$ cat config.mk
export PLATFORM = sky130hd
export DESIGN_NAME = asc_regs
export DESIGN_NICKNAME = d
export VERILOG_FILES = /design/src/logic/asc_pkg.sv /design/src/logic/asc_regs.sv
export VERILOG_INCLUDE_DIRS = /design/src /design/src/logic
export SDC_FILE = /design/constraint.sdc
export NUM_CORES = 1
export LEC_CHECK = 0
export BUFFER_PORTS_ARGS = -buffer_cell sky130_fd_sc_hd__buf_2
export CAP_MARGIN = 5
export CORE_ASPECT_RATIO = 1.2
export CORE_MARGIN = 2
export CORE_UTILIZATION = 41
export CTS_CLUSTER_SIZE = 14
export DETAILED_ROUTE_END_ITERATION = 16
export PLACE_DENSITY = 0.85
export RECOVER_POWER = 25
export SLEW_MARGIN = 0
export SYNTH_ARGS = -nofsm -noshare
export SYNTH_HDL_FRONTEND = slang
export SYNTH_SLANG_ARGS = --single-unit
$ cat constraint.sdc
create_clock -name pclk -period 1.55 [get_ports pclk]
set_input_delay 0.31 -clock pclk [delete_from_list [all_inputs] [get_ports pclk]]
set_output_delay 0.31 -clock pclk [all_outputs]
set_load 0.02 [all_outputs]
$ cat src/logic/asc_cfg.svh
// Purpose: offsets, field positions, reset values and counts of the adc status/config bank
// Assumes: register index i sits at byte address 4*i on apb
// Notes:   definitions only
`ifndef ASC_CFG_SVH
`define ASC_CFG_SVH
`define ASC_IDX_STATUS    8'h00
`define ASC_IDX_GENERAL   8'h01
`define ASC_IDX_DATA      8'h02
`define ASC_IDX_IRQ_STAT  8'h03
`define ASC_IDX_IRQ_MASK  8'h04
`define ASC_STATUS_RST    8'h81
`define ASC_GENERAL_RST   8'h00
`define ASC_DATA_RST      8'h00
`define ASC_CRC_IN_RST    1'b0
`define ASC_BOR_RST       1'b1
`define ASC_GENERAL_WMASK 8'hce
`define ASC_DATA_WMASK    8'hb3
`define ASC_ST_TOP        7
`define ASC_ST_SEQ        6
`define ASC_ST_FUSE       2
`define ASC_ST_CRC        1
`define ASC_ST_BOR        0
`define ASC_GEN_REF       7
`define ASC_GEN_CRC       6
`define ASC_GEN_RANGE     3
`define ASC_GEN_FORCE     2
`define ASC_GEN_CAL       1
`define ASC_GEN_SRST      0
`define ASC_DAT_PAT       7
`define ASC_DAT_APP_HI    5
`define ASC_DAT_APP_LO    4
`define ASC_FIXED_CODE    16'ha5a5
`define ASC_IRQ_CRC       0
`define ASC_IRQ_BOR       1
`define ASC_IRQ_CAL       2
`define ASC_IRQ_WIDTH     3
`define ASC_FUSE_SETTLE   2'h3
`endif

$ cat src/logic/asc_pkg.sv
// Purpose: shared types of the adc status/config bank
// Assumes: nothing
// Notes:   constants live in asc_cfg.svh
package asc_pkg;
   typedef logic [7:0]  asc_byte_t;
   typedef logic [15:0] asc_sample_t;
   typedef logic [19:0] asc_word_t;
   typedef enum logic [1:0] {
      ASC_APP_NONE = 2'h0,
      ASC_APP_CHAN = 2'h1,
      ASC_APP_STAT = 2'h2,
      ASC_APP_RSVD = 2'h3
   } asc_append_e;
endpackage : asc_pkg

$ cat src/logic/asc_regs.sv
// Purpose: status, general and data-output configuration registers of an 8-channel adc, on apb
// Assumes: pclk 100 MHz; spi clock and its crc-error line, brownout and supply pins are async
// Notes:   one access cycle per transfer; irq status/mask added for event reporting
//
// The APB slave port was chosen for this implementation.
`include "asc_cfg.svh"

module asc_regs (
   input  wire logic                pclk,
   input  wire logic                presetn,
   input  wire logic                psel,
   input  wire logic                penable,
   input  wire logic                pwrite,
   input  wire logic [31:0]         paddr,
   input  wire logic [31:0]         pwdata,
   output logic      [31:0]         prdata,
   output logic                     pready,
   output logic                     pslverr,
   input  wire logic                spi_sclk,
   input  wire logic                spi_crc_err,
   input  wire logic                brownout_pin,
   input  wire logic                analog_supply_cycle,
   input  wire logic                sequencer_running,
   input  wire logic                config_load_crc_bad,
   input  wire logic                cal_done,
   input  wire asc_pkg::asc_sample_t adc_result,
   input  wire logic [3:0]          adc_chan,
   output asc_pkg::asc_word_t       out_word,
   output logic                     ref_enable,
   output logic                     crc_enable,
   output logic                     range_2x,
   output logic                     force_all_analog,
   output logic                     cal_active,
   output logic                     test_pattern_out,
   output logic [1:0]               append_sel,
   output logic [1:0]               spi_clock_format,
   output logic                     irq
);
   import asc_pkg::*;

   function automatic logic [31:0] asc_addr(input logic [7:0] idx);
      asc_addr = {22'h0, idx, 2'b00};
   endfunction : asc_addr

   // set wins over a clear arriving in the same cycle
   function automatic logic [2:0] asc_sticky(input logic [2:0] cur,
                                             input logic [2:0] set,
                                             input logic [2:0] clr);
      asc_sticky = set | (cur & ~clr);
   endfunction : asc_sticky

   asc_byte_t   gen_reg;
   asc_byte_t   gen_next;
   asc_byte_t   data_reg;
   asc_byte_t   data_next;
   logic        crc_fault_reg;
   logic        bor_reg;
   logic        fuse_fault_reg;
   logic        fuse_pend_reg;
   logic [1:0]  fuse_cnt_reg;
   logic [2:0]  irq_st_reg;
   logic [2:0]  irq_mask_reg;
   logic [3:0]  pin_s1_reg;
   logic [3:0]  pin_s2_reg;
   logic [3:0]  pin_s3_reg;
   logic [3:0]  pin_f_reg;
   logic [3:0]  pin_f_next;
   logic [3:0]  pin_fd_reg;
   logic [31:0] prdata_reg;
   logic        pready_reg;
   logic        pslverr_reg;
   asc_word_t   out_word_reg;
   asc_word_t   out_word_next;
   logic        irq_reg;

   // pin bundle: 0 spi clock, 1 crc error line, 2 brownout, 3 supply cycle
   wire [3:0] pin_raw  = {analog_supply_cycle, brownout_pin, spi_crc_err, spi_sclk};
   // a change counts once the second and third stages agree
   assign pin_f_next = (pin_s2_reg & pin_s3_reg) | (pin_f_reg & (pin_s2_reg ^ pin_s3_reg));
   wire [3:0] pin_rise = pin_f_reg & ~pin_fd_reg;
   wire [3:0] pin_fall = ~pin_f_reg & pin_fd_reg;

   // sampling edge follows the programmed spi mode: modes 0 and 3 sample on rise
   wire samp_rise   = (data_reg[1] == data_reg[0]);
   wire samp_edge   = samp_rise ? pin_rise[0] : pin_fall[0];
   wire crc_set     = samp_edge & pin_f_reg[1] & gen_reg[`ASC_GEN_CRC];
   wire bor_set     = pin_rise[2] | pin_rise[3];
   wire supply_rise = pin_rise[3];

   wire setup_ph  = psel & ~penable;
   wire wr_fire   = psel & penable & pready_reg & pwrite;
   wire rd_fire   = psel & penable & pready_reg & ~pwrite;
   wire is_st     = (paddr == asc_addr(`ASC_IDX_STATUS));
   wire is_gen    = (paddr == asc_addr(`ASC_IDX_GENERAL));
   wire is_data   = (paddr == asc_addr(`ASC_IDX_DATA));
   wire is_ist    = (paddr == asc_addr(`ASC_IDX_IRQ_STAT));
   wire is_imask  = (paddr == asc_addr(`ASC_IDX_IRQ_MASK));
   wire mapped    = is_st | is_gen | is_data | is_ist | is_imask;
   wire wr_allow  = ~crc_fault_reg | is_st | is_gen;
   wire wr_ok     = wr_fire & mapped & wr_allow;
   wire srst      = wr_ok & is_gen & pwdata[`ASC_GEN_SRST];
   wire st_wr     = wr_ok & is_st;
   wire crc_clr   = st_wr & pwdata[`ASC_ST_CRC];
   wire bor_clr   = st_wr & pwdata[`ASC_ST_BOR];
   wire fuse_take = fuse_pend_reg & (fuse_cnt_reg == 2'h0);
   wire cal_fin   = cal_done & gen_reg[`ASC_GEN_CAL];

   wire [2:0] irq_evt = {cal_fin, bor_set, crc_set};
   wire [2:0] irq_clr = (wr_ok & is_ist) ? pwdata[2:0] : 3'h0;
   wire [3:0] stat_flags = {sequencer_running, fuse_fault_reg, crc_fault_reg, bor_reg};

   wire asc_byte_t status_rd = {1'b1, sequencer_running, 3'h0,
                                fuse_fault_reg, crc_fault_reg, bor_reg};
   wire asc_byte_t gen_rd    = gen_reg & `ASC_GENERAL_WMASK;
   wire asc_byte_t data_rd   = data_reg & `ASC_DATA_WMASK;
   wire [31:0] rd_mux = is_st    ? {24'h0, status_rd} :
                        is_gen   ? {24'h0, gen_rd} :
                        is_data  ? {24'h0, data_rd} :
                        is_ist   ? {29'h0, irq_st_reg} :
                        is_imask ? {29'h0, irq_mask_reg} : 32'h0;
   wire slverr_now = ~mapped | (pwrite & ~wr_allow);

   always_comb
   begin
      gen_next = gen_reg;
      if (cal_fin)
         gen_next[`ASC_GEN_CAL] = 1'b0;
      if (wr_ok && is_gen)
         gen_next = pwdata[7:0] & `ASC_GENERAL_WMASK;
      if (srst)
         gen_next = `ASC_GENERAL_RST;
   end

   always_comb
   begin
      data_next = data_reg;
      if (wr_ok && is_data)
         data_next = pwdata[7:0] & `ASC_DATA_WMASK;
   end

   always_comb
   begin
      out_word_next[19:4] = data_reg[`ASC_DAT_PAT] ? `ASC_FIXED_CODE : adc_result;
      unique case (asc_append_e'(data_reg[`ASC_DAT_APP_HI:`ASC_DAT_APP_LO]))
         ASC_APP_NONE: out_word_next[3:0] = 4'h0;
         ASC_APP_CHAN: out_word_next[3:0] = adc_chan;
         ASC_APP_STAT: out_word_next[3:0] = stat_flags;
         ASC_APP_RSVD: out_word_next[3:0] = 4'h0;
      endcase
   end

   always_ff @(posedge pclk or negedge presetn)
   begin
      if (!presetn)
      begin
         pin_s1_reg <= 4'h0;
         pin_s2_reg <= 4'h0;
         pin_s3_reg <= 4'h0;
         pin_f_reg  <= 4'h0;
         pin_fd_reg <= 4'h0;
      end
      else
      begin
         pin_s1_reg <= pin_raw;
         pin_s2_reg <= pin_s1_reg;
         pin_s3_reg <= pin_s2_reg;
         pin_f_reg  <= pin_f_next;
         pin_fd_reg <= pin_f_reg;
      end
   end

   // soft reset returns configuration to defaults in the same edge as the write
   always_ff @(posedge pclk or negedge presetn)
   begin
      if (!presetn)
      begin
         gen_reg  <= `ASC_GENERAL_RST;
         data_reg <= `ASC_DATA_RST;
      end
      else
      begin
         gen_reg  <= gen_next;
         data_reg <= srst ? `ASC_DATA_RST : data_next;
      end
   end

   always_ff @(posedge pclk or negedge presetn)
   begin
      if (!presetn)
      begin
         crc_fault_reg <= `ASC_CRC_IN_RST;
         bor_reg       <= `ASC_BOR_RST;
      end
      else
      begin
         crc_fault_reg <= srst ? crc_set : (crc_set | (crc_fault_reg & ~crc_clr));
         bor_reg       <= srst | bor_set | (bor_reg & ~bor_clr);
      end
   end

   // fuse result is sampled a few cycles after each trigger so the checker settles
   always_ff @(posedge pclk or negedge presetn)
   begin
      if (!presetn)
      begin
         fuse_pend_reg  <= 1'b1;
         fuse_cnt_reg   <= `ASC_FUSE_SETTLE;
         fuse_fault_reg <= 1'b0;
      end
      else if (srst || supply_rise)
      begin
         fuse_pend_reg <= 1'b1;
         fuse_cnt_reg  <= `ASC_FUSE_SETTLE;
      end
      else if (fuse_take)
      begin
         fuse_pend_reg  <= 1'b0;
         fuse_fault_reg <= config_load_crc_bad;
      end
      else if (fuse_pend_reg)
         fuse_cnt_reg <= fuse_cnt_reg - 2'h1;
   end

   always_ff @(posedge pclk or negedge presetn)
   begin
      if (!presetn)
      begin
         irq_st_reg   <= 3'h0;
         irq_mask_reg <= 3'h0;
         irq_reg      <= 1'b0;
      end
      else
      begin
         irq_st_reg   <= srst ? irq_evt : asc_sticky(irq_st_reg, irq_evt, irq_clr);
         irq_mask_reg <= srst ? 3'h0 : ((wr_ok && is_imask) ? pwdata[2:0] : irq_mask_reg);
         irq_reg      <= |(irq_st_reg & irq_mask_reg);
      end
   end

   // read data and error are formed in setup so the access phase completes at once
   always_ff @(posedge pclk or negedge presetn)
   begin
      if (!presetn)
      begin
         prdata_reg   <= 32'h0;
         pready_reg   <= 1'b0;
         pslverr_reg  <= 1'b0;
         out_word_reg <= 20'h0;
      end
      else
      begin
         prdata_reg   <= (setup_ph && !pwrite) ? rd_mux : 32'h0;
         pready_reg   <= setup_ph;
         pslverr_reg  <= setup_ph & slverr_now;
         out_word_reg <= out_word_next;
      end
   end

   assign prdata           = prdata_reg;
   assign pready           = pready_reg;
   assign pslverr          = pslverr_reg;
   assign out_word         = out_word_reg;
   assign ref_enable       = gen_reg[`ASC_GEN_REF];
   assign crc_enable       = gen_reg[`ASC_GEN_CRC];
   assign range_2x         = gen_reg[`ASC_GEN_RANGE];
   assign force_all_analog = gen_reg[`ASC_GEN_FORCE];
   assign cal_active       = gen_reg[`ASC_GEN_CAL];
   assign test_pattern_out = data_reg[`ASC_DAT_PAT];
   assign append_sel       = data_reg[`ASC_DAT_APP_HI:`ASC_DAT_APP_LO];
   assign spi_clock_format = data_reg[1:0];
   assign irq              = irq_reg;

   property p_top_one;
      @(posedge pclk) disable iff (!presetn)
      rd_fire && is_st |-> prdata[`ASC_ST_TOP];
   endproperty
   a_top_one: assert property (p_top_one) else $error("status top bit read zero");

   property p_seq_seen;
      @(posedge pclk) disable iff (!presetn)
      setup_ph && !pwrite && is_st ##1 rd_fire |-> prdata[`ASC_ST_SEQ] == $past(sequencer_running);
   endproperty
   a_seq_seen: assert property (p_seq_seen) else $error("sequencer bit wrong");

   property p_fuse_hold;
      @(posedge pclk) disable iff (!presetn)
      fuse_fault_reg != $past(fuse_fault_reg) |-> $past(fuse_take);
   endproperty
   a_fuse_hold: assert property (p_fuse_hold) else $error("fuse fault moved unprompted");

   property p_fuse_recheck;
      @(posedge pclk) disable iff (!presetn)
      srst |=> fuse_pend_reg ##1 fuse_pend_reg ##[1:4] !fuse_pend_reg;
   endproperty
   a_fuse_recheck: assert property (p_fuse_recheck) else $error("fuse not rechecked");

   property p_crc_set;
      @(posedge pclk) disable iff (!presetn)
      crc_set |=> crc_fault_reg && irq_st_reg[`ASC_IRQ_CRC];
   endproperty
   a_crc_set: assert property (p_crc_set) else $error("crc fault not set");

   property p_blocked;
      @(posedge pclk) disable iff (!presetn)
      wr_fire && crc_fault_reg && is_data |-> pslverr ##1 $stable(data_reg);
   endproperty
   a_blocked: assert property (p_blocked) else $error("write passed while blocked");

   property p_bor_set;
      @(posedge pclk) disable iff (!presetn)
      bor_set |=> bor_reg;
   endproperty
   a_bor_set: assert property (p_bor_set) else $error("brownout not set");

   property p_cal_end;
      @(posedge pclk) disable iff (!presetn)
      cal_fin && !(wr_ok && is_gen) |=> !cal_active;
   endproperty
   a_cal_end: assert property (p_cal_end) else $error("calibration bit stuck");

   property p_soft_reset;
      @(posedge pclk) disable iff (!presetn)
      srst |=> gen_reg == `ASC_GENERAL_RST && data_reg == `ASC_DATA_RST && bor_reg;
   endproperty
   a_soft_reset: assert property (p_soft_reset) else $error("soft reset incomplete");

   property p_pattern;
      @(posedge pclk) disable iff (!presetn)
      data_reg[`ASC_DAT_PAT] |=> out_word[19:4] == `ASC_FIXED_CODE;
   endproperty
   a_pattern: assert property (p_pattern) else $error("fixed code missing");

   property p_chan_tag;
      @(posedge pclk) disable iff (!presetn)
      data_reg[5:4] == 2'h1 |=> out_word[3:0] == $past(adc_chan);
   endproperty
   a_chan_tag: assert property (p_chan_tag) else $error("channel tag wrong");

   property p_rsvd_zero;
      @(posedge pclk) disable iff (!presetn)
      rd_fire && is_gen |-> prdata[5:4] == 2'h0 && !prdata[`ASC_GEN_SRST];
   endproperty
   a_rsvd_zero: assert property (p_rsvd_zero) else $error("reserved bits nonzero");

   cv_soft_reset: cover property (@(posedge pclk) disable iff (!presetn) srst);
   cv_blocked:    cover property (@(posedge pclk) disable iff (!presetn)
                                  wr_fire && crc_fault_reg && is_data);
   cv_crc_clear:  cover property (@(posedge pclk) disable iff (!presetn)
                                  crc_fault_reg ##1 crc_clr ##1 !crc_fault_reg);
   cv_irq:        cover property (@(posedge pclk) disable iff (!presetn) irq);
endmodule : asc_regs

==> results.md, run 1 <==
- Status: complete, but fails checks
- Violated checks: negative setup slack
- Worst slew pin tran: approximately 860 ps
- CP max FO: 4
- Register area share after synthesis: 0.565
- Final Cycle Share: 1.02
- Hold/Removal Path Class: in -> reg
- Cts bufs inserted: 9
- Pins Over Slew Limit: 0
- Core area: 7620 um2
- Final setup fails: 6
- Initial DRC Count: between 90 and 100
- Port buffer count: 112
- Setup Slack @ Placement: -397 ps
- Via Count: ~2600
- Crit path largest cell delay: roughly 510 ps
- Pleak: 2.30 nW
- CTS clk-pin slew, worst paths: 80 ps
- DIE WIDTH: about 85 um
- Post-synthesis mux area share: 0.0255
- Xor/xnor share of the synthesized area: 0.00548
- Final hold violation count: 0
- DIE AREA: roughly 8500 um2
- Initial Utilization: 0.419
- Vias in the first global route: ~2800
- RR Startpoint: pready$_DFF_PN0_
- Initial antenna violation count: 0
- Synth warn: 0
- Area grow syn2layout: 42.1%
- Global-route wire length before repair: between 10000 and 15000 um
- Crit. End Element: flop
- TritonCTS clock tree: yes
- Gr usage total: 0.189
- Slowest-stage cell, CP: or4_4
- Die height: just over 100 um
- Largest family of logic cells by synthesized area: simple AND/OR/NAND/NOR gates
- Max Buffers Root-to-Sink: 2
- Bufs and invs on worst path: 0
- H-tree depth: 3
- Synth Flop Type: dfrtp_1
- Clk Latency, worst-skew pair: approximately 340 ps
- Worst setup path start: pready$_DFF_PN0_
- Clock sink total: 72
- Layout cells sized above 1: 0.486
- GP Congestion: between 0.8 and 0.9
- Simple-Gate Fraction of Synth Area: 0.213
- Post-route ant nets: 0
- Critical path's top delay family: simple AND/OR/NAND/NOR gates
- Total power: roughly 0.0045 W
- Clock period minus worst slack: between 1500 and 2000 ps
- Largest register FFs: 20
- Worst Path Required: between 1500 and 2000 ps
- Register bit total from synthesis: 72
- Commonest non-fill, non-tap cell in the layout: buf_2
- CP arrival: around 1800 ps
- Post-Route WL: 7840 um
- Async set-reset flop share out of synthesis: 1.00
- Compound-Gate Fraction of Synth Area: 0.0936
- Mapped Area: 3200 um2
- HPWL Detailed: roughly 6000 um
- DRT Pass-1 Iters: 4
- Synth cell types: 44
- RSZ-0062 raised after global routing: yes
- Hold path startpoint: analog_supply_cycle
- EDFF count, synth: 0
- R2r setup slk: -30 ps
- Skew final: about 8.5 ps
- Top Ports: between 150 and 200
- Nets: 540
- Row cnt: 35
- Power Dens Cells: just under 1000 nW/um2
- Max Freq: 0.633 GHz
- Crit path kind: reg -> reg
- CTS root buffer: clkbuf_8
- GR Overflow Total: 0
- Critical path, cell by cell: and4_4 -> o21ai_2 -> or4_4 -> a22oi_2 -> nor2_1
- Commonest cells after routing, fill and taps aside: buf_2, dfrtp_1, buf_4, conb_1, nand2_1
- Wire per inst: ~15 um
- Post-Syn Area per Cell: approximately 11 um2
- Via/cell ratio: slightly below 5
- Worst vdd ir: 819 uV
- Largest net degree at the start of global routing: 73
- N_diodes: 0
- Startpoint type of the worst setup path: flop
- Max Cap Viol: 0
- Post-synthesis adder-cell area fraction: 0.0196
- PnR worst setup slack: -29.7 ps
- Worst slew margin: 0.426
- Syn Inst Count: between 200 and 300
- Drt drc: 0
path summary, 6_finish.rpt:
| kind | endpoint | cells past startpoint |
|---|---|---|
| setup / recovery | irq_mask_reg[1]$_DFFE_PN0P_ | 5 |
| hold reg to reg | pin_s2_reg[1]$_DFF_PN0_ | 0 |
| hold / removal | pin_s1_reg[3]$_DFF_PN0_ | 1 |
| max in group asynchronous | pready$_DFF_PN0_ | 3 |
| setup reg to reg | irq_mask_reg[1]$_DFFE_PN0P_ | 5 |
| min in group asynchronous | gen_reg[3]$_DFFE_PN0P_ | 3 |
cells by family (layout without fill, tap and decap cells):
family                     count (synthesis)  after routing
and+or+nand+nor                          109            109
other                                      1             24
buffers and inverters                     40            179
xor gates and xnor gates                   2              2
DFF                                       72             72
muxes                                      8              8
AOI/OAI and AO/OA                         45             45
adders and majority gates                  5              5
worst register-to-register path, delay by kind of cell, from the launching register on:
family           cells  cell delay [ps]
AO/OA/AOI/OAI        2              290
AND/OR/NAND/NOR      3              820
flip-flops           1              370
through the flow:
stage	instances	setup TNS (ps)	utilization	area, um2	hold WS (ps)
2_1_floorplan	305	-982	-	3340	14.4
3_3_place_gp	514	-8500	0.535	4080	333
3_5_place_dp	514	-9180	0.535	4080	335
4_1_cts	534	-35.3	0.580	4420	46.5
5_1_grt	536	-864	0.596	4540	41.5
6_report	536	-80.5	0.596	4540	68.8
power breakdown:
part	total, W	leakage, nW	switching (W)	internal [W]
logic	0.000597	1.28	0.000345	0.000252
clock network	0.00184	0.126	0.000744	0.00109
registers	0.00207	0.900	0.0000512	0.00202
total	0.00450	2.30	0.00114	0.00336
synth_stat cells (2+ instances only):
cell type,count,area [um2]
nand3_1,9,45.0
a31oi_1,2,12.5
nand2_1,16,60.1
a211o_1,2,17.5
nor4_4,4,85.1
nand4_1,4,25.0
inv_1,8,30.0
nand2b_1,12,75.1
a22o_1,4,35.0
ha_1,5,62.6
nand3b_1,3,22.5
nor4_1,10,62.6
nor2b_1,13,81.3
and4_1,2,17.5
or2_2,9,56.3
dfstp_2,4,105
mux2i_1,7,70.1
buf_4,25,188
and3_1,5,31.3
a22oi_1,2,15.0
a21oi_1,10,50.1
nor3_1,2,10.0
o21ai_0,11,55.1
dfrtp_1,68,1700
a31o_2,3,26.3
o211ai_1,2,15.0
nor2_1,15,56.3
clkbuf_1,6,22.5
a21o_1,4,30.0
layer usage:
metal / vias up / track usage / part of all wire
li1: 1256 / - / -
met1: 1266 / 0.210 / 0.38
met2: 104 / 0.335 / 0.53
met3: 11 / 0.0631 / 0.082
met4: 0 / 0.0708 / 0.015
met5: - / 0 / 0
what timing repair did:
action | CTS | global route
resized for setup | 12 | 25
setup buffers | 3 | 2
hold buffers | 1 | 0
hold endpoints to repair | 68 | 0
pin swaps | 7 | 17
endpoints found under the setup margin | 14 | 24
cell type report:
cell class,count,area [um2]
fill,642,3080
sequential,72,1810
multi-input combinational,193,1380
timing repair buffer,155,952
clock inverter,7,128
clock buffer,9,124
tap,92,115
inverter,8,30.0
(Power assumes the default switching activity.)
==> run 2, diff against run 1 <==
--- a/config.mk
+++ b/config.mk
@@ -6,15 +6,16 @@
 export SDC_FILE = /design/constraint.sdc
 export NUM_CORES = 1
 export LEC_CHECK = 0
-export BUFFER_PORTS_ARGS = -buffer_cell sky130_fd_sc_hd__buf_2
 export CAP_MARGIN = 5
 export CORE_ASPECT_RATIO = 1.2
 export CORE_MARGIN = 2
-export CORE_UTILIZATION = 41
+export CORE_UTILIZATION = 53
 export CTS_CLUSTER_SIZE = 14
 export DETAILED_ROUTE_END_ITERATION = 16
-export PLACE_DENSITY = 0.85
+export DONT_BUFFER_PORTS = 1
+export PLACE_DENSITY = 0.8
 export RECOVER_POWER = 25
+export SETUP_SLACK_MARGIN = 0.15
 export SLEW_MARGIN = 0
 export SYNTH_ARGS = -nofsm -noshare
 export SYNTH_HDL_FRONTEND = slang
==> run 2 against run 1 <==
Largest cell class unchanged. Clock skew up 2.4 ps. Hold slack worse by 410 ps. Clock power down 27%. Via count down 14%. Critical path type unchanged. The run ends with negative hold slack, negative setup slack left. Power down 16%. Combinational power down 43%. Worst setup slack worse by 25 ps.
==> results.md, run 2 (synthesis results as in run 1) <==
- Placed Area: 3430 um2 (was 4080 um2)
- Switching Power: 0.000954 W (was 0.00114 W)
- Slowest-stage cell, CP: or4_4 (unchanged)
- Violated checks: negative hold slack, negative setup slack (was negative setup slack)
- Power Dens Cells: 1000 nW/um2 (was 991 nW/um2)
- N_diodes: 0 (unchanged)
- H-tree depth: 3 (unchanged)
- CTS clk-pin slew, worst paths: 80 ps (about the same)
- Min Hold Slack: -342 ps (was 68.8 ps)
- Worst Reg2Reg Path Length in Cells: 5 (unchanged)
- Max Freq: 0.623 GHz (was 0.633 GHz)
- Gr usage total: 0.212 (was 0.189)
- Setup Slack @ Placement: -317 ps (was -397 ps)
- Clk Latency, worst-skew pair: 340 ps (about the same)
- Layout Cell Area excl Fill: 3770 um2 (was 4540 um2)
- DIE AREA: 6670 um2 (was 8520 um2)
- Startpoint type of the worst setup path: flop (unchanged)
- Hold/Removal Path Class: in -> async (was in -> reg)
- Hold_buf cts: 4 (was 1)
- Setup TNS: -108 ps (was -80.5 ps)
- Layout cells sized above 1: 0.287 (was 0.486)
- Final hold violation count: 72 (was 0)
- Worst Path Required: 1770 ps (was 1780 ps)
- Max Cap Viol: 0 (unchanged)
- GP Congestion: 0.887 (was 0.892)
- Crit. End Element: flop (unchanged)
- Pleak: 1.72 nW (was 2.30 nW)
- Core Util, Final: 0.635 (was 0.596)
- Status: complete, but fails checks (unchanged)
- Drt drc: 0 (unchanged)
- Levels on crit path: 5 (unchanged)
- Nets: 417 (was 540)
- CP max FO: 3 (was 4)
- Commonest cells after routing, fill and taps aside: dfrtp_1, conb_1, buf_4, nor2_1 (was buf_2, dfrtp_1, buf_4, conb_1, nand2_1)
- Initial Utilization: 0.538 (was 0.419)
- Largest net degree at the start of global routing: 73 (unchanged)
- Clock sink total: 72 (unchanged)
- Critical path's top delay family: simple AND/OR/NAND/NOR gates (unchanged)
- Top Ports: 161 (unchanged)
- Die height: 89.1 um (was 101 um)
- HPWL Detailed: 4920 um (was 5920 um)
- DRT Pass-1 Iters: 4 (unchanged)
- Via/cell ratio: 5.64 (was 4.92)
- Crit path largest cell delay: 520 ps (was 510 ps)
- Switching Share: 0.252 (was 0.253)
- Clock period minus worst slack: 1610 ps (was 1580 ps)
- Sequential Power Share: 0.557 (was 0.460)
- Wire per inst: 17.1 um (was 14.6 um)
- Clock share of power: 0.353 (was 0.408)
- Crit path kind: reg -> reg (unchanged)
- Bufs and invs on worst path: 0 (unchanged)
- CP endpoint: irq_mask_reg[1]$_DFFE_PN0P_ (unchanged)
- R2r setup slk: -60 ps (was -30 ps)
- Commonest non-fill, non-tap cell in the layout: dfrtp_1 (was buf_2)
- Global-route wire length before repair: 10300 um (was 12500 um)
- Reg-to-Reg End: irq_mask_reg[1]$_DFFE_PN0P_ (unchanged)
- DIE WIDTH: 74.9 um (was 84.6 um)
- Skew final: 10.8 ps (was 8.46 ps)
- Initial DRC Count: 131 (was 98)
- GR Overflow Total: 0 (unchanged)
- Row cnt: 31 (was 35)
- Cts bufs inserted: 9 (unchanged)
- Final Cycle Share: 1.04 (was 1.02)
- Post-route ant nets: 0 (unchanged)
- Total power: 0.00378 W (was 0.00450 W)
- Core area: 5930 um2 (was 7620 um2)
- Post-Route WL: 6910 um (was 7840 um)
- Vias in the first global route: 2180 (was 2757)
- Via Count: 2274 (was 2637)
- Worst vdd ir: 736 uV (was 819 uV)
- PnR worst setup slack: -55.1 ps (was -29.7 ps)
- Initial antenna violation count: 0 (unchanged)
- Max Buffers Root-to-Sink: 2 (unchanged)
- Comb power frac: 0.090 (was 0.133)
- Critical path, cell by cell: nor3_2 -> o21ai_2 -> or4_4 -> a22oi_2 -> nor2_1 (was and4_4 -> o21ai_2 -> or4_4 -> a22oi_2 -> nor2_1)
- RR Startpoint: crc_fault_reg$_DFF_PN0_ (was pready$_DFF_PN0_)
- TritonCTS clock tree: yes (unchanged)
- Port buffer count: 0 (was 112)
- Pins Over Slew Limit: 0 (unchanged)
- Largest register FFs: 20 (unchanged)
- Int Pwr: 0.00283 W (was 0.00336 W)
- Area grow syn2layout: 17.9% (was 42.1%)
- CTS root buffer: clkbuf_8 (unchanged)
- Final setup fails: 2 (was 6)
- CP arrival: 1830 ps (was 1810 ps)
- Worst setup path start: crc_fault_reg$_DFF_PN0_ (was pready$_DFF_PN0_)
- RSZ-0062 raised after global routing: yes (unchanged)
[run 2: cell types whose count changed in the layout (fill, tap and decap cells not counted), sizes merged]
cell and delta:
buf -125, bufinv -3, dlygate4sd3 +3, clkinv +2
inv -2, clkbuf +1, clkinvlp +1
[run 2: power by group through the flow]
stage          clock network (W)  logic, W  registers (W)
6_report                 0.00134  0.000341        0.00211
4_1_cts                  0.00137  0.000337        0.00211
3_5_place_dp                   0  0.000324        0.00214
2_1_floorplan                  0  0.000330        0.00213
5_1_grt                  0.00145  0.000392        0.00212
3_3_place_gp                   0  0.000307        0.00214
[run 2: layer usage]
| layer | GRT usage | up-vias | share of wire |
|---|---|---|---|
| met3 | 0.0688 | 12 | 0.088 |
| met1 | 0.245 | 1130 | 0.37 |
| met4 | 0.0893 | 0 | 0.011 |
| met5 | 0 | - | 0 |
| li1 | - | 1014 | - |
| met2 | 0.358 | 118 | 0.53 |
[run 2: what timing repair did]
action,CTS,global route
hold endpoints to repair,76,72
cloned,0,1
pin swaps,7,5
endpoints found under the setup margin,20,20
resized for setup,15,7
buffers inserted,2,1
[run 2: per-stage QoR]
stage	std cells	hold WS, ps
final	403	-342
after CTS	401	-365
after global placement	379	16.1
after detailed placement	379	15.9
after global routing	403	-365
after floorplan	305	14.4
[run 2: layout make-up]
cell class	instances	area, um2
Multi-Input combinational cell	193	1380
Inverter	8	30.0
Clock buffer	11	151
Sequential cell	72	1810
Tap cell	82	103
Fill cell	499	2170
Timing Repair Buffer	32	259
Clock inverter	5	31.3
[run 2: how the worst min path moves through the flow]
stage                 start                       to  slack [ps]
finish              presetn   gen_reg[1]$_DFFE_PN0P_        -340
global route        presetn  data_reg[5]$_DFFE_PN0P_        -370
CTS                 presetn   pin_f_reg[0]$_DFF_PN0_        -360
detailed placement  presetn   out_word[14]$_DFF_PN0_          20
global placement    presetn  pin_s1_reg[3]$_DFF_PN0_          20
floorplan           presetn  crc_fault_reg$_DFF_PN0_          10
==> run 3, diff against run 2 <==
--- a/config.mk
+++ b/config.mk
@@ -6,6 +6,7 @@
 export SDC_FILE = /design/constraint.sdc
 export NUM_CORES = 1
 export LEC_CHECK = 0
+export ABC_AREA = 1
 export CAP_MARGIN = 5
 export CORE_ASPECT_RATIO = 1.2
 export CORE_MARGIN = 2
==> run 3 against run 2 <==
The run ends with negative hold slack left. First-iteration DRC count increased by 2.3%. Design area shrank 0.93%. Global-route usage fell by 2.0 points. Register-to-register slack improved by 320 ps. Hold slack got worse by 5.9 ps. Sequential cell count stayed put. Cell count rose by 13%. Worst setup slack better by 250 ps. Via count is 2.7% higher. Clock power grew 10%. Clock-buffer cell count is 2 lower. Combinational power hardly changed. Critical endpoint is now gen_reg[2]$_DFFE_PN0P_. Highest routed layer unchanged.
==> results.md, run 3 <==
- Status: complete, but fails checks (unchanged)
- Violated checks: negative hold slack (was negative hold slack, negative setup slack)
- Commonest non-fill, non-tap cell in the layout: dfrtp_1 (unchanged)
- Setup TNS: 0 ps (was -108 ps)
- Pleak: 1.87 nW (was 1.72 nW)
- Commonest cells after routing, fill and taps aside: dfrtp_1, nand2_1, inv_1, nand3_1, conb_1 (was dfrtp_1, conb_1, buf_4, nor2_1)
- Power Dens Cells: 1050 nW/um2 (was 1000 nW/um2)
- Register bit total from synthesis: 72 (unchanged)
- Skew final: 7.59 ps (was 10.8 ps)
- Clock period minus worst slack: 1360 ps (was 1610 ps)
- Initial antenna violation count: 0 (unchanged)
- Startpoint type of the worst setup path: input port (was flop)
- Via Count: 2335 (was 2274)
- Synth warn: 0 (unchanged)
- Finished Layout Cells: 456 (was 403)
- Min Hold Slack: -347 ps (was -342 ps)
- Async set-reset flop share out of synthesis: 1.00 (unchanged)
- DIE WIDTH: 74.7 um (was 74.9 um)
- Compound-Gate Fraction of Synth Area: 0.0567 (was 0.0936)
- Layout cells sized above 1: 0.234 (was 0.287)
- CP max FO: 5 (was 3)
- Row cnt: 30 (was 31)
- H-tree depth: 3 (unchanged)
- GR Overflow Total: 0 (unchanged)
- Largest family of logic cells by synthesized area: simple AND/OR/NAND/NOR gates (unchanged)
- Post-route ant nets: 0 (unchanged)
- Cts bufs inserted: 9 (unchanged)
- Clock sink total: 72 (unchanged)
- Xor/xnor share of the synthesized area: 0.00552 (was 0.00548)
- Final hold violation count: 72 (unchanged)
- Worst Path Required: 1810 ps (was 1770 ps)
- CTS root buffer: clkbuf_8 (unchanged)
- Final Cycle Share: 0.875 (was 1.04)
- Syn Inst Count: 344 (was 282)
- Vias in the first global route: 2156 (was 2180)
- Pins Over Slew Limit: 0 (unchanged)
- Placed Area: 3370 um2 (was 3430 um2)
- Die height: 88.8 um (was 89.1 um)
- Initial DRC Count: 134 (was 131)
- Global-route wire length before repair: 9430 um (was 10300 um)
- Register area share after synthesis: 0.569 (was 0.565)
- Area leader, netlist: dfrtp_1 (unchanged)
- Synth cell types: 32 (was 44)
- Placed insts: 434 (was 379)
- N_diodes: 0 (unchanged)
- Hold/Removal Path Class: in -> async (unchanged)
- Top Ports: 161 (unchanged)
- CTS clk-pin slew, worst paths: 80 ps (about the same)
- Post-Syn Area per Cell: 9.23 um2 (was 11.3 um2)
- Wire per inst: 13.9 um (was 17.1 um)
- Port buffer count: 0 (unchanged)
- Largest net degree at the start of global routing: 73 (unchanged)
- RSZ-0062 raised after global routing: yes (unchanged)
- Max Cap Viol: 0 (unchanged)
- Share of the synthesized area in the top cell type: 0.536 (was 0.532)
- Clk Latency, worst-skew pair: 340 ps (about the same)
- Initial Utilization: 0.557 (was 0.538)
- Max Freq: 0.737 GHz (was 0.623 GHz)
- Hold_buf cts: 4 (unchanged)
- Drt drc: 0 (unchanged)
- Synth Flop Type: dfrtp_1 (unchanged)
- Top cells by count, synth: dfrtp_1, nand2_1, nor2_1 (was dfrtp_1, buf_4, nand2_1)
- Crit path kind: in -> reg (was reg -> reg)
- DRT Pass-1 Iters: 4 (unchanged)
- GP Congestion: 0.872 (was 0.887)
- Nets: 472 (was 417)
- Post-Route WL: 6360 um (was 6910 um)
- CP arrival: 1620 ps (was 1830 ps)
- HPWL Detailed: 4490 um (was 4920 um)
- Largest register FFs: 20 (unchanged)
- Post-synthesis mux area share: 0 (was 0.0255)
- DIE AREA: 6630 um2 (was 6670 um2)
- Via/cell ratio: 5.12 (was 5.64)
- Synth area leaders: dfrtp_1, nand2_1, buf_4 (was dfrtp_1, buf_4, dfstp_2)
- Final setup fails: 0 (was 2)
- Post-synthesis adder-cell area fraction: 0.0197 (was 0.0196)
- TritonCTS clock tree: yes (unchanged)
- Crit. End Element: flop (unchanged)
- Simple-Gate Fraction of Synth Area: 0.238 (was 0.213)
- EDFF count, synth: 0 (unchanged)
- Mapped Area: 3180 um2 (was 3200 um2)
- Max Buffers Root-to-Sink: 2 (unchanged)
- Gr usage total: 0.191 (was 0.212)
- Worst vdd ir: 724 uV (was 736 uV)
- Area grow syn2layout: 17.5% (was 17.9%)
- Core area: 5710 um2 (was 5930 um2)
- Layout Cell Area excl Fill: 3730 um2 (was 3770 um2)
==> run 3: cell count changes in the layout (fill, tap and decap cells not counted), sizes merged, moves of 4 or more <==
| cell | before | now |
|---|---|---|
| nand2b | 12 | 0 |
| and3 | 5 | 1 |
| nand2 | 16 | 69 |
| nand3 | 9 | 34 |
| buf | 28 | 17 |
| o21ai | 11 | 17 |
| nor2b | 13 | 0 |
| inv | 8 | 39 |
| mux2i | 7 | 0 |
| nor4 | 15 | 0 |
| nor2 | 15 | 45 |
==> run 3: path summary, 6_finish.rpt <==
path / from / to / slack, ps / cells past startpoint
max in group asynchronous: presetn / bor_reg$_DFF_PN1_ / 1700 / 0
worst min-delay path: presetn / pin_s1_reg[3]$_DFF_PN0_ / -350 / 0
worst max-delay path: paddr[7] / gen_reg[2]$_DFFE_PN0P_ / 190 / 11
worst min register to register: pin_s1_reg[1]$_DFF_PN0_ / pin_s2_reg[1]$_DFF_PN0_ / 350 / 0
min in group pclk: penable / pready$_DFF_PN0_ / 40 / 1
worst max register to register: pready$_DFF_PN0_ / crc_fault_reg$_DFF_PN0_ / 260 / 9
==> run 3: report_power, final <==
group          switching (W)  total [W]  internal, W
clock               0.000720    0.00148     0.000756
combinational       0.000213   0.000340     0.000127
sequential         0.0000881    0.00210      0.00202
==> run 3: metal layers <==
layer  GRT usage  part of all wire
met1       0.219              0.37
met2       0.320              0.53
met4      0.0942             0.016
met5           0                 0
met3      0.0615             0.088
==> run 3: worst max-delay path, cell delays in order <==
cell and delay (ps):
nor2_1 120, nand2_2 120, nor2_1 160, nand2_2 80
nor2_4 120, nor2_4 70, nand3_4 100, buf_4 130
nand3_2 80, buf_2 190, o21ai_1 150
==> run 3: kinds of logic after synthesis <==
family	count (synthesis)
and+or+nand+nor	166
DFF	72
buffers and inverters	66
AOI/OAI and AO/OA	32
adders and majority gates	5
xor gates and xnor gates	2
other	1
==> run 3: cell type report <==
cell class | count | area (um2)
clock inverter | 7 | 77.6
timing repair buffer | 21 | 185
sequential | 72 | 1810
inverter | 38 | 143
clock buffer | 9 | 124
tap | 80 | 100
fill | 443 | 1970
multi-input combinational | 229 | 1290
==> run 3: what timing repair did <==
| item | in CTS | in global routing |
|---|---|---|
| pin swaps | 0 | 12 |
| buffers inserted | 0 | 1 |
| setup endpoints to repair | 1 | 22 |
| endpoints found under the hold margin | 76 | 72 |
| gates cloned | 0 | 1 |
| resized for setup | 1 | 30 |
==> run 3: per-stage QoR <==
step                      total power (W)  hold WS (ps)  utilization  worst slack (ps)
after global placement            0.00243          16.4        0.590              -168
after CTS                         0.00396          -369        0.632               154
after detailed placement          0.00246          16.4        0.590              -213
final                             0.00392          -347        0.654               194
after floorplan                   0.00244          14.4            -             -66.4
after global routing              0.00413          -377        0.654               131
